### src/logic/rbp_defines.vh
`ifndef RBP_DEFINES_VH
`define RBP_DEFINES_VH
// =====================================================================
// Frame layout
`define RBP_FRAME_BYTES        60
`define RBP_QUADLETS           4'hF
`define RBP_MIN_SYNC_QUADLETS  4'h6
// =====================================================================
// Register indexes (byte address is four times the index)
`define RBP_IDX_CTRL           8'h80
`define RBP_IDX_STATUS         8'h85
`define RBP_IDX_NODE_POSITION  8'h87
`define RBP_IDX_NODE_DELAY     8'h8F
`define RBP_IDX_MAX_POSITION   8'h90
`define RBP_IDX_MAX_DELAY      8'h91
`define RBP_IDX_SYNC_BW        8'h96
// =====================================================================
// Control register fields
`define RBP_CTRL_MASTER_BIT    7
`define RBP_CTRL_SYNC_BYP_BIT  3
`define RBP_CTRL_ALL_BYP_BIT   1
`define RBP_CTRL_IRQ_EN_BIT    0
// Status register fields
`define RBP_ST_ALLOC_BIT       0
`define RBP_ST_SBC_VALID_BIT   1
`define RBP_ST_POS_VALID_BIT   2
`define RBP_ST_DELAY_VALID_BIT 3
`define RBP_ST_MAX_VALID_BIT   4
`define RBP_ST_LOCKED_BIT      5
// =====================================================================
// Reset values
`define RBP_RST_BYTE           8'h00
`define RBP_RST_SAC            4'h0
// =====================================================================
// Frame counts after lock, and sync data delay in frames
`define RBP_POS_VALID_FRAMES   4
`define RBP_DELAY_VALID_FRAMES 1024
`define RBP_MAX_VALID_FRAMES   1024
`define RBP_SYNC_DELAY_FRAMES  2'h2
// AXI responses
`define RBP_RESP_OKAY          2'h0
`define RBP_RESP_SLVERR        2'h2
`endif

### src/logic/rbp_regs.v
// Operation
// - Frame carries 60 bytes in 15 quadlets.
// - Sync count writable only in timing master.
// - Async quadlets equal fifteen minus sync count.
// - Sync byte number is quadlet*4 plus offset.
// - Bandwidth count resets to zero, not valid.
// - Sync count valid only while locked.
// - Node delay zero at master, increments unbypassed.
// - Unbypassed node delays sync data two frames.
// - Bypassed node forwards sync data undelayed.
// - Position zero at master, bypass nodes skip.
// - Max position counts active nodes, 64 reads 00h.
// - Max delay holds total network node delays.
// - Max change sets flag, optional interrupt.
// - Network values refreshed after lock, then valid.
// - Valid after 4, 1024, 1024 frames.
// - Master select makes node timing master.
// - All-bypass bit set makes node active.
`timescale 1ns/1ps
`include "rbp_defines.vh"
`default_nettype none
module rbp_regs #(
    parameter integer CNT_W        = 11,
    parameter integer DELAY_FRAMES = `RBP_DELAY_VALID_FRAMES,
    parameter integer MAX_FRAMES   = `RBP_MAX_VALID_FRAMES
) (
    // Clock and reset
    input  wire        aclk,
    input  wire        aresetn,
    // AXI4-Lite write address and data
    input  wire [11:0] s_axi_awaddr,
    input  wire        s_axi_awvalid,
    output wire        s_axi_awready,
    input  wire [31:0] s_axi_wdata,
    input  wire [3:0]  s_axi_wstrb,
    input  wire        s_axi_wvalid,
    output wire        s_axi_wready,
    // AXI4-Lite write response
    output wire [1:0]  s_axi_bresp,
    output wire        s_axi_bvalid,
    input  wire        s_axi_bready,
    // AXI4-Lite read
    input  wire [11:0] s_axi_araddr,
    input  wire        s_axi_arvalid,
    output wire        s_axi_arready,
    output wire [31:0] s_axi_rdata,
    output wire [1:0]  s_axi_rresp,
    output wire        s_axi_rvalid,
    input  wire        s_axi_rready,
    // Incoming frame information from the upstream neighbour
    input  wire        frame_strobe,
    input  wire        locked,
    input  wire [3:0]  rx_sync_quadlets,
    input  wire [7:0]  rx_node_position,
    input  wire [7:0]  rx_node_delay,
    input  wire [7:0]  rx_active_nodes,
    input  wire [7:0]  rx_total_delay,
    // Outgoing frame information to the downstream neighbour
    output wire [3:0]  tx_sync_quadlets,
    output wire [7:0]  tx_node_position,
    output wire [7:0]  tx_node_delay,
    output wire [7:0]  tx_active_nodes,
    output wire [7:0]  tx_total_delay,
    // Bandwidth split and routing controls
    output wire [3:0]  async_quadlets,
    output wire [5:0]  sync_last_byte,
    output wire [1:0]  sync_delay_frames,
    output wire        node_active,
    output wire        timing_master,
    // Allocation change interrupt, active high
    output wire        alloc_irq
);

    // =================================================================
    // Helpers
    // Physical channel number of a byte within a quadlet.
    function [5:0] byte_number;
        input [3:0] quadlet;
        input [1:0] offset;
        begin
            byte_number = {quadlet, offset};
        end
    endfunction

    // =================================================================
    // Register state
    reg        timing_master_select_reg;
    reg        sync_bypass_reg;
    reg        all_bypass_n_reg;
    reg        alloc_change_irq_enable_reg;
    reg        alloc_change_reg;
    reg [3:0]  sac_reg;
    reg [7:0]  node_position_reg;
    reg [7:0]  node_delay_reg;
    reg [7:0]  max_position_reg;
    reg [7:0]  max_delay_reg;
    reg [CNT_W-1:0] lock_frames_reg;
    reg [7:0]  tx_pos_reg;
    reg [7:0]  tx_delay_reg;
    reg [3:0]  async_reg;
    reg [5:0]  last_byte_reg;
    reg        irq_reg;
    // Bus side state
    reg        aw_held_reg;
    reg        w_held_reg;
    reg [7:0]  aw_idx_reg;
    reg [31:0] wdata_reg;
    reg [3:0]  wstrb_reg;
    reg        bvalid_reg;
    reg [1:0]  bresp_reg;
    reg        rvalid_reg;
    reg [31:0] rdata_reg;
    reg [1:0]  rresp_reg;

    // =================================================================
    // Frame-side next values
    wire       frame_upd = frame_strobe & locked;
    wire [7:0] own_pos_next = timing_master_select_reg ? `RBP_RST_BYTE :
                              (all_bypass_n_reg ? rx_node_position + 8'h01 : rx_node_position);
    wire [7:0] own_delay_next = timing_master_select_reg ? `RBP_RST_BYTE :
                                (sync_bypass_reg ? rx_node_delay : rx_node_delay + 8'h01);
    wire [5:0] ring_count = rx_node_position[5:0] + 6'h01;
    wire [7:0] max_pos_next = timing_master_select_reg ? {2'h0, ring_count} : rx_active_nodes;
    wire [7:0] max_delay_next = timing_master_select_reg ? rx_node_delay : rx_total_delay;
    wire       pos_valid = lock_frames_reg >= `RBP_POS_VALID_FRAMES;
    wire       delay_valid = lock_frames_reg >= DELAY_FRAMES;
    wire       max_valid = lock_frames_reg >= MAX_FRAMES;
    wire       max_changed = frame_upd & max_valid &
                             ((max_pos_next != max_position_reg) | (max_delay_next != max_delay_reg));

    // =================================================================
    // Bus write decode
    wire       wr_go = aw_held_reg & w_held_reg & ~bvalid_reg;
    wire       wr_ctrl = wr_go & (aw_idx_reg == `RBP_IDX_CTRL) & wstrb_reg[0];
    wire       wr_stat = wr_go & (aw_idx_reg == `RBP_IDX_STATUS) & wstrb_reg[0];
    wire       wr_sbc = wr_go & (aw_idx_reg == `RBP_IDX_SYNC_BW) & wstrb_reg[0];
    wire [7:0] status_byte = {2'h0, locked, max_valid, delay_valid, pos_valid,
                              locked & (sac_reg != `RBP_RST_SAC), alloc_change_reg};
    wire [7:0] ctrl_byte = {timing_master_select_reg, 3'h0, sync_bypass_reg, 1'b0,
                            all_bypass_n_reg, alloc_change_irq_enable_reg};

    // Mapped-address check shared by reads and writes.
    function mapped;
        input [7:0] idx;
        begin
            mapped = (idx == `RBP_IDX_CTRL) | (idx == `RBP_IDX_STATUS) |
                     (idx == `RBP_IDX_NODE_POSITION) | (idx == `RBP_IDX_NODE_DELAY) |
                     (idx == `RBP_IDX_MAX_POSITION) | (idx == `RBP_IDX_MAX_DELAY) |
                     (idx == `RBP_IDX_SYNC_BW);
        end
    endfunction

    // =================================================================
    // Read data multiplexer; unused upper bits read as zero.
    reg [7:0] rd_byte;
    always @*
    begin
        case (s_axi_araddr[9:2])
            `RBP_IDX_CTRL:          rd_byte = ctrl_byte;
            `RBP_IDX_STATUS:        rd_byte = status_byte;
            `RBP_IDX_NODE_POSITION: rd_byte = node_position_reg;
            `RBP_IDX_NODE_DELAY:    rd_byte = node_delay_reg;
            `RBP_IDX_MAX_POSITION:  rd_byte = max_position_reg;
            `RBP_IDX_MAX_DELAY:     rd_byte = max_delay_reg;
            `RBP_IDX_SYNC_BW:       rd_byte = {4'h0, sac_reg};
            default:                rd_byte = `RBP_RST_BYTE;
        endcase
    end

    // =================================================================
    // Control bits written by software.
    always @(posedge aclk)
    begin
        if (!aresetn)
        begin
            timing_master_select_reg    <= 1'b0;
            sync_bypass_reg             <= 1'b0;
            all_bypass_n_reg            <= 1'b0;
            alloc_change_irq_enable_reg <= 1'b0;
        end
        else if (wr_ctrl)
        begin
            timing_master_select_reg    <= wdata_reg[`RBP_CTRL_MASTER_BIT];
            sync_bypass_reg             <= wdata_reg[`RBP_CTRL_SYNC_BYP_BIT];
            all_bypass_n_reg            <= wdata_reg[`RBP_CTRL_ALL_BYP_BIT];
            alloc_change_irq_enable_reg <= wdata_reg[`RBP_CTRL_IRQ_EN_BIT];
        end
    end

    // Synchronous quadlet count: host-written in the master, frame-loaded in slaves.
    always @(posedge aclk)
    begin
        if (!aresetn)
            sac_reg <= `RBP_RST_SAC;
        else if (timing_master_select_reg)
        begin
            if (wr_sbc)
                sac_reg <= wdata_reg[3:0];
        end
        else if (frame_upd)
            sac_reg <= rx_sync_quadlets;
    end

    // Frames counted since lock; loss of lock restarts the count.
    always @(posedge aclk)
    begin
        if (!aresetn || !locked)
            lock_frames_reg <= {CNT_W{1'b0}};
        else if (frame_strobe && !(&lock_frames_reg))
            lock_frames_reg <= lock_frames_reg + 1'b1;
    end

    // Network values refreshed once per frame while locked.
    always @(posedge aclk)
    begin
        if (!aresetn)
        begin
            node_position_reg <= `RBP_RST_BYTE;
            node_delay_reg    <= `RBP_RST_BYTE;
            max_position_reg  <= `RBP_RST_BYTE;
            max_delay_reg     <= `RBP_RST_BYTE;
            tx_pos_reg        <= `RBP_RST_BYTE;
            tx_delay_reg      <= `RBP_RST_BYTE;
        end
        else if (frame_upd)
        begin
            node_position_reg <= own_pos_next;
            node_delay_reg    <= own_delay_next;
            tx_pos_reg        <= (all_bypass_n_reg || timing_master_select_reg) ? own_pos_next
                                                                              : rx_node_position;
            tx_delay_reg      <= own_delay_next;
            if (max_valid)
            begin
                max_position_reg <= max_pos_next;
                max_delay_reg    <= max_delay_next;
            end
        end
    end

    // Allocation change flag: a new change wins over a clearing write of one.
    always @(posedge aclk)
    begin
        if (!aresetn)
            alloc_change_reg <= 1'b0;
        else if (max_changed)
            alloc_change_reg <= 1'b1;
        else if (wr_stat && wdata_reg[`RBP_ST_ALLOC_BIT])
            alloc_change_reg <= 1'b0;
    end

    // Derived bandwidth split and the registered interrupt line.
    always @(posedge aclk)
    begin
        if (!aresetn)
        begin
            async_reg     <= `RBP_QUADLETS;
            last_byte_reg <= 6'h0;
            irq_reg       <= 1'b0;
        end
        else
        begin
            async_reg     <= `RBP_QUADLETS - sac_reg;
            last_byte_reg <= (sac_reg == `RBP_RST_SAC) ? 6'h0 : byte_number(sac_reg - 4'h1, 2'h3);
            irq_reg       <= (alloc_change_reg | max_changed) & alloc_change_irq_enable_reg;
        end
    end

    // =================================================================
    // AXI4-Lite write channel: address and data taken in either order.
    always @(posedge aclk)
    begin
        if (!aresetn)
        begin
            aw_held_reg <= 1'b0;
            w_held_reg  <= 1'b0;
            aw_idx_reg  <= 8'h00;
            wdata_reg   <= 32'h00000000;
            wstrb_reg   <= 4'h0;
            bvalid_reg  <= 1'b0;
            bresp_reg   <= `RBP_RESP_OKAY;
        end
        else
        begin
            if (s_axi_awvalid && !aw_held_reg && !bvalid_reg)
            begin
                aw_held_reg <= 1'b1;
                aw_idx_reg  <= s_axi_awaddr[9:2];
            end
            if (s_axi_wvalid && !w_held_reg && !bvalid_reg)
            begin
                w_held_reg <= 1'b1;
                wdata_reg  <= s_axi_wdata;
                wstrb_reg  <= s_axi_wstrb;
            end
            if (wr_go)
            begin
                aw_held_reg <= 1'b0;
                w_held_reg  <= 1'b0;
                bvalid_reg  <= 1'b1;
                bresp_reg   <= (mapped(aw_idx_reg) && s_axi_awaddr[11:10] == 2'h0) ? `RBP_RESP_OKAY
                                                                                  : `RBP_RESP_SLVERR;
            end
            else if (bvalid_reg && s_axi_bready)
                bvalid_reg <= 1'b0;
        end
    end

    // AXI4-Lite read channel: data presented one edge after the address.
    always @(posedge aclk)
    begin
        if (!aresetn)
        begin
            rvalid_reg <= 1'b0;
            rdata_reg  <= 32'h00000000;
            rresp_reg  <= `RBP_RESP_OKAY;
        end
        else if (s_axi_arvalid && !rvalid_reg)
        begin
            rvalid_reg <= 1'b1;
            rdata_reg  <= {24'h000000, rd_byte};
            rresp_reg  <= (mapped(s_axi_araddr[9:2]) && s_axi_araddr[11:10] == 2'h0) ? `RBP_RESP_OKAY
                                                                                     : `RBP_RESP_SLVERR;
        end
        else if (rvalid_reg && s_axi_rready)
            rvalid_reg <= 1'b0;
    end

    // =================================================================
    // Outputs, all from flip-flops.
    assign s_axi_awready     = ~aw_held_reg & ~bvalid_reg;
    assign s_axi_wready      = ~w_held_reg & ~bvalid_reg;
    assign s_axi_bvalid      = bvalid_reg;
    assign s_axi_bresp       = bresp_reg;
    assign s_axi_arready     = ~rvalid_reg;
    assign s_axi_rvalid      = rvalid_reg;
    assign s_axi_rdata       = rdata_reg;
    assign s_axi_rresp       = rresp_reg;
    assign tx_sync_quadlets  = sac_reg;
    assign tx_node_position  = tx_pos_reg;
    assign tx_node_delay     = tx_delay_reg;
    assign tx_active_nodes   = max_position_reg;
    assign tx_total_delay    = max_delay_reg;
    assign async_quadlets    = async_reg;
    assign sync_last_byte    = last_byte_reg;
    assign sync_delay_frames = sync_bypass_reg ? 2'h0 : `RBP_SYNC_DELAY_FRAMES;
    assign node_active       = all_bypass_n_reg;
    assign timing_master     = timing_master_select_reg;
    assign alloc_irq         = irq_reg;

endmodule
`default_nettype wire

### config.mk
export PLATFORM = sky130hd
export DESIGN_NAME = rbp_regs
export DESIGN_NICKNAME = d
export VERILOG_FILES = /design/src/logic/rbp_regs.v
export VERILOG_INCLUDE_DIRS = /design/src /design/src/logic
export SDC_FILE = /design/constraint.sdc
export NUM_CORES = 1
export LEC_CHECK = 0
export BUFFER_PORTS_ARGS = -buffer_cell sky130_fd_sc_hd__buf_2
export CORE_AREA = 2 2 102 104
export CTS_CLUSTER_SIZE = 28
export DETAILED_ROUTE_END_ITERATION = 8
export DIE_AREA = 0 0 104 106
export PLACE_DENSITY = 0.94
export SYNTH_ARGS = -nofsm -noshare
export SYNTH_HDL_FRONTEND = slang
export SYNTH_SLANG_ARGS = --single-unit
### constraint.sdc
create_clock -name aclk -period 5.5 [get_ports aclk]
set_clock_uncertainty 0.2 [all_clocks]
set_input_delay 1.1 -clock aclk [delete_from_list [all_inputs] [get_ports aclk]]
set_output_delay 1.1 -clock aclk [all_outputs]
set_load 0.005 [all_outputs]
# Word-level counts from Yosys, hierarchy flattened
# Index checks and enable logic that the tools add are counted.
[word_totals]
ff_bits = 104
inputBits = 105
out_inout_bits = 92
[op_classes]
add_sub_neg = 6
n_lt_le_gt_ge = 2
n_eq_ne = 17
muxes = 21
n_bitwise = 34
reduce_logical = 33
[op_table]
columns = ["operator", "n"]
rows = [
  ["8-bit == test (second input constant)", 14],
  ["8-bit two-way mux", 7],
  ["8-bit case mux with 7 select lines", 1],
  ["8-bit by 1-bit adder with 8-bit output (second input constant)", 2],
  ["8-bit != test", 2],
  ["1-bit bitwise AND", 15],
  ["1-bit OR", 14],
  ["4-bit two-way mux", 3],
  ["11-bit by 1-bit adder with 11-bit output (second input constant)", 1],
  ["11-bit >= comparator (second input constant)", 1],
  ["11-bit by 3-bit >= comparator with 1-bit output (second input constant)", 1],
  ["1-bit logical AND", 11],
  ["11-bit AND reduction", 1],
  ["2-bit two-way mux", 4],
  ["2-bit nonzero test", 4],
  ["1-bit logical NOT", 7],
  ["6-bit by 1-bit adder with 6-bit output (second input constant)", 1],
  ["1-bit two-way mux", 6],
  ["1-bit inverter", 5],
  ["2-bit logical NOT", 2],
  ["4-bit logical NOT", 1],
  ["2-bit AND reduction", 2],
  ["4-bit nonzero test", 1],
  ["2-bit OR reduction", 2],
  ["other kinds (4)", 5],
]

# Logic depth before layout (Yosys ltp)
[logic_depth]
word_depth = 9
depth_mapped = 8
mapped_depth_nobuf = 7

# Worst setup path before layout
# No wires, ideal clock.
[synth_path]
kind = "input to register"
startpoint = "in rx_node_position[0]"
endpoint = "reg alloc_change_reg"
setup_ps = 140
arrival_ps = 2313
path_slack_ps = 2847
stages = 7
path_buffers = 0
cell_sequence = "ha_1 nand3_1 nor4b_1 nor4_2 nand3_1 nor4_2 a41oi_1"
[synth_via]
elab_chain_len = 6
[synth_rtl]
columns = ["element", "line", "source"]
rows = [
  ["start: declaration", "rbp_regs.v:54", "input wire [7:0] rx_node_position,"],
  ["6-bit by 1-bit adder with 6-bit output *", "rbp_regs.v:122", "wire [5:0] ring_count = rx_node_position[5:0] + 6'h01;"],
  ["8-bit two-way mux *", "rbp_regs.v:123", "wire [7:0] max_pos_next = timing_master_select_reg ? {2'h0, ring_count} : rx_active_nodes;"],
  ["8-bit != test *", "rbp_regs.v:129", "((max_pos_next != max_position_reg) | (max_delay_next != max_delay_reg));"],
  ["1-bit OR *", "rbp_regs.v:129", ""],
  ["1-bit bitwise AND *", "rbp_regs.v:128", "wire max_changed = frame_upd & max_valid &"],
  ["1-bit two-way mux / 2-bit nonzero test (equally long branches)", "--", ""],
  ["end signal: assignment", "rbp_regs.v:244", "alloc_change_reg <= 1'b0;"],
  ["end signal: assignment", "rbp_regs.v:246", "alloc_change_reg <= 1'b1;"],
  ["end signal: assignment", "rbp_regs.v:248", "alloc_change_reg <= 1'b0;"],
  ["end: declaration", "rbp_regs.v:91", "reg alloc_change_reg;"],
]
# Mark *: on every way between the ends. The rest lies on a longest branch, timed or not.
# A chain may end at the register's enable or synchronous reset.

# Worst setup path in the final report
[layout_path]
startpoint = "reg timing_master_select_reg, in the netlist timing_master"
endpoint = "reg irq_reg, in the netlist alloc_irq"
[layout_via]
elab_chain_len = 6
[layout_rtl]
columns = ["element", "line", "source"]
rows = [
  ["start: declaration", "rbp_regs.v:87", "reg timing_master_select_reg;"],
  ["start signal: assignment", "rbp_regs.v:183", "timing_master_select_reg <= wdata_reg[`RBP_CTRL_MASTER_BIT];"],
  ["8-bit two-way mux (on tied branches)", "rbp_regs.v:123, rbp_regs.v:124", ""],
  ["8-bit != test", "rbp_regs.v:129", ""],
  ["1-bit OR *", "rbp_regs.v:129", ""],
  ["1-bit bitwise AND *", "rbp_regs.v:128", ""],
  ["1-bit OR *", "rbp_regs.v:264", "irq_reg <= (alloc_change_reg | max_changed) & alloc_change_irq_enable_reg;"],
  ["1-bit bitwise AND *", "rbp_regs.v:264", ""],
  ["end signal: assignment", "rbp_regs.v:264", ""],
  ["end: declaration", "rbp_regs.v:102", "reg irq_reg;"],
]
# Marked as above.

==> results.md <==
- Layout cell share with drive strength beyond 1: approximately 23%
- Clock power frac: 35.5%
- TritonCTS Buffers: 9
- Site row count: 37
- Crit Reg-Reg Startpoint: timing_master
- Root Driver: clkbuf_8
- Reg2reg end: alloc_irq
- Vias in the first global route: between 4000 and 5000
- WP data required: ~5.5 ns
- Largest fanout on the critical path: 27
- Combinational share of power: a little over an eighth
- Post-CTS Setup Bufs: 0
- CP max-delay cell: dfxtp_1
- Core box area: around 10000 sq um
- Final min period: around 3.1 ns
- Cts hold-fix bufs: 0
- Synth async-reset ratio: 0%
- Hold Crit Class: reg -> reg
- Post-placement setup slack: 2.44 ns
- Drt drc: 0
- Clk slew on worst S/H paths: around 0.11 ns
- Final Worst Setup Slack: around 2.4 ns
- Inst Count DP: between 800 and 900
- R2r worst-path depth: 7
- Finished Layout Cells: approximately 860
- Number of flops mapped to enable cells by yosys: 0
- WP data arrival: 3.15 ns
- Routed length per instance: about 15 um
- Gr usage total: approximately a quarter
- Die area: 11000 sq um
- CP delay by family, top: simple AND/OR/NAND/NOR gates
- Worst skew pair latency: 0.37 ns
- Switch share: 26.6%
- CTS tree: yes
- Final Util: between 60% and 70%
- Post-CTS resize count: 0
- Power Density: 244 nW/um^2
- Worst IR drop on VDD: between 0.1 and 0.15 mV
- Clk buf depth: 2
- Top-area cell type share of the netlist area: between 30% and 40%
- Crit end category: register
- Setup TNS: 0 ns
- CP Cell Sequence: buf_4 > mux2i_1 > xnor2_1 > nor4_2 > nand3_1 > nor4_2 > a41oi_1
- Post-DP HPWL: roughly 10000 um
- Setup violators final: 0
- Initial antenna violation count: 1
- Register area share after synthesis: between 30% and 40%
- Gr ovfl total: 0
- Fin. Hold Viols: 0
- Max frequency: roughly 0.32 GHz
- Hold Startpoint: s_axi_rdata[2]
- Max-slew headroom: ~29%
- Detail Route Antenna Nets: 0
- Total wire length: about 13000 um
- Int Power: around 1.1 mW
- Setup slack, reg-to-reg: 2.38 ns
- I/O pin cnt: roughly 200
- WS Path Type: reg -> reg
- Largest net degree at the start of global routing: 49
- Pleak: 2.67 nW
- Most frequent CP cell: nor4_2
- Synth top area cells: dfxtp_1 37%, mux2i_1 5.7%, nand2_1 5.2%
- Syn Inst Count: between 600 and 700
- Net load switching power: 0.394 mW
- Flip-flop count of the largest register after layout: 11
- CP Launch Type: register
- Syn avg cell area: 8.56 sq um
- Max Transition Viols Final: 0
- H-tree levels: 3
- RSZ-0062 raised after global routing: no
- Vias after detailed routing: approximately 4700
- Final Total Pwr: 1.48 mW
- Synth Register Bits: 98
- Final period util: around 57%
- Die X: approximately 100 um
- Critical path's largest stage delay: 0.78 ns
- Starting Density: about 52%
- Count of cell types in the netlist: just under 60
- Synth area leader: dfxtp_1
- Sequential share of power: 51.5%
- Num Clock Sinks: a little under 100
- Gpl congestion: ~0.91
- Drt initial violations: ~240
- Prevailing post-synth register cell: dfxtp_1
- Status: finished, final reports clean
- Port bufs: approximately 140
- Max-Cap Viols: 0
- Global-route wire length before repair: around 21000 um
- Worst-margin pin slew: 1.07 ns
- DRT Pass-1 Iters: 7
- Mapped cell area: 5240 sq um
- Via density: around 5.4
- CP bufs+invs: 1
- Worst hold path cell count: 2
- Die Height: 106 um
- End of the worst hold path: s_axi_rdata[2]
- Area Growth Syn to Fin: 15.8%
- Yosys Warn Count: 0
- Nets@finish: between 800 and 900
[cell type report]
type                    instances  area [sq um]
repair buffers                137           691
fillers                       880          3940
clock inverters                 6          97.6
flip-flops and latches         98          1960
clock buffers                   9           124
inverters                      15          56.3
diodes                          1          2.50
multi-input cells             462          2960
well taps                     136           170
[through the flow]
step	cell area (sq um)	hold WS (ns)
floorplan	5330	0.222
global route	6060	0.307
CTS	6060	0.280
global placement	5840	0.248
detailed placement	5840	0.265
finish	6060	0.275
[worst reg2reg max path, cell delays in order, from the launching register on]
cell and delay [ns]:
dfxtp_1 0.78, buf_4 0.44, mux2i_1 0.38, xnor2_1 0.15, nor4_2 0.33, nand3_1 0.13
nor4_2 0.38, a41oi_1 0.18
[metal layers]
layer	global-route usage [%]	routed length [um]	vias up
met2	40.7	6360	185
met3	5.70	963	48
li1	-	-	2281
met5	0	0	-
met1	28.5	5570	2177
met4	10.1	443	0
[Yosys cell counts (all sizes together) (2+ instances only)]
library cell  number
dfxtp             98
nand2             73
nor2              52
buf               35
nor2b             34
mux2i             31
a21oi             29
clkbuf            28
xnor2             24
o21ai             20
xor2              20
o211a             17
a21boi            15
inv               15
nand3             15
a22oi             10
and2               9
nand4              8
and3               7
mux2               6
nor3               6
ha                 5
nor4               5
nor4b              5
a31oi              4
nand2b             4
and4               3
nand3b             3
a221oi             2
a32o               2
a41oi              2
and3b              2
nor3b              2
o2111ai            2
o211ai             2
o21a               2
o22ai              2
[worst max-delay path by stage]
stage,start,cells after the start,slack [ns],endpoint
finish,timing_master,7,2.38,alloc_irq
global route,timing_master,7,2.23,alloc_irq
detailed placement,rx_node_position[0],8,2.44,alloc_irq
floorplan,rx_node_position[0],7,2.85,alloc_change_reg
CTS,timing_master,7,2.44,alloc_irq
global placement,rx_node_position[0],8,2.51,alloc_change_reg
[placed cells by master, fill, tap and decap left out, types with 17 or more instances in the layout]
master and n:
xnor2_1 24, o211a_1 17, xor2_1 20, buf_2 135
nand2_1 73, nor2b_1 34, conb_1 27, dfxtp_1 98
nor2_1 52, a21oi_1 29, mux2i_1 30
[logic make-up after synthesis]
kind of cell | count (synthesis) | share of synthesized area, %
and+or+nand+nor | 232 | 22.9
AOI/OAI and AO/OA | 117 | 15.9
DFF | 98 | 37.5
buffers and inverters | 78 | 7.86
xor gates and xnor gates | 44 | 7.36
muxes | 37 | 7.29
adders and majority gates | 5 | 1.19
other | 1 | 0.0716
[power by group through the flow]
stage / combinational (mW) / sequential [mW] / clock [mW]
2_1_floorplan: 0.128 / 0.775 / 0
3_3_place_gp: 0.185 / 0.777 / 0
3_5_place_dp: 0.191 / 0.779 / 0
4_1_cts: 0.192 / 0.762 / 0.530
5_1_grt: 0.213 / 0.767 / 0.554
6_report: 0.192 / 0.763 / 0.525
(Power assumes the default switching activity.)
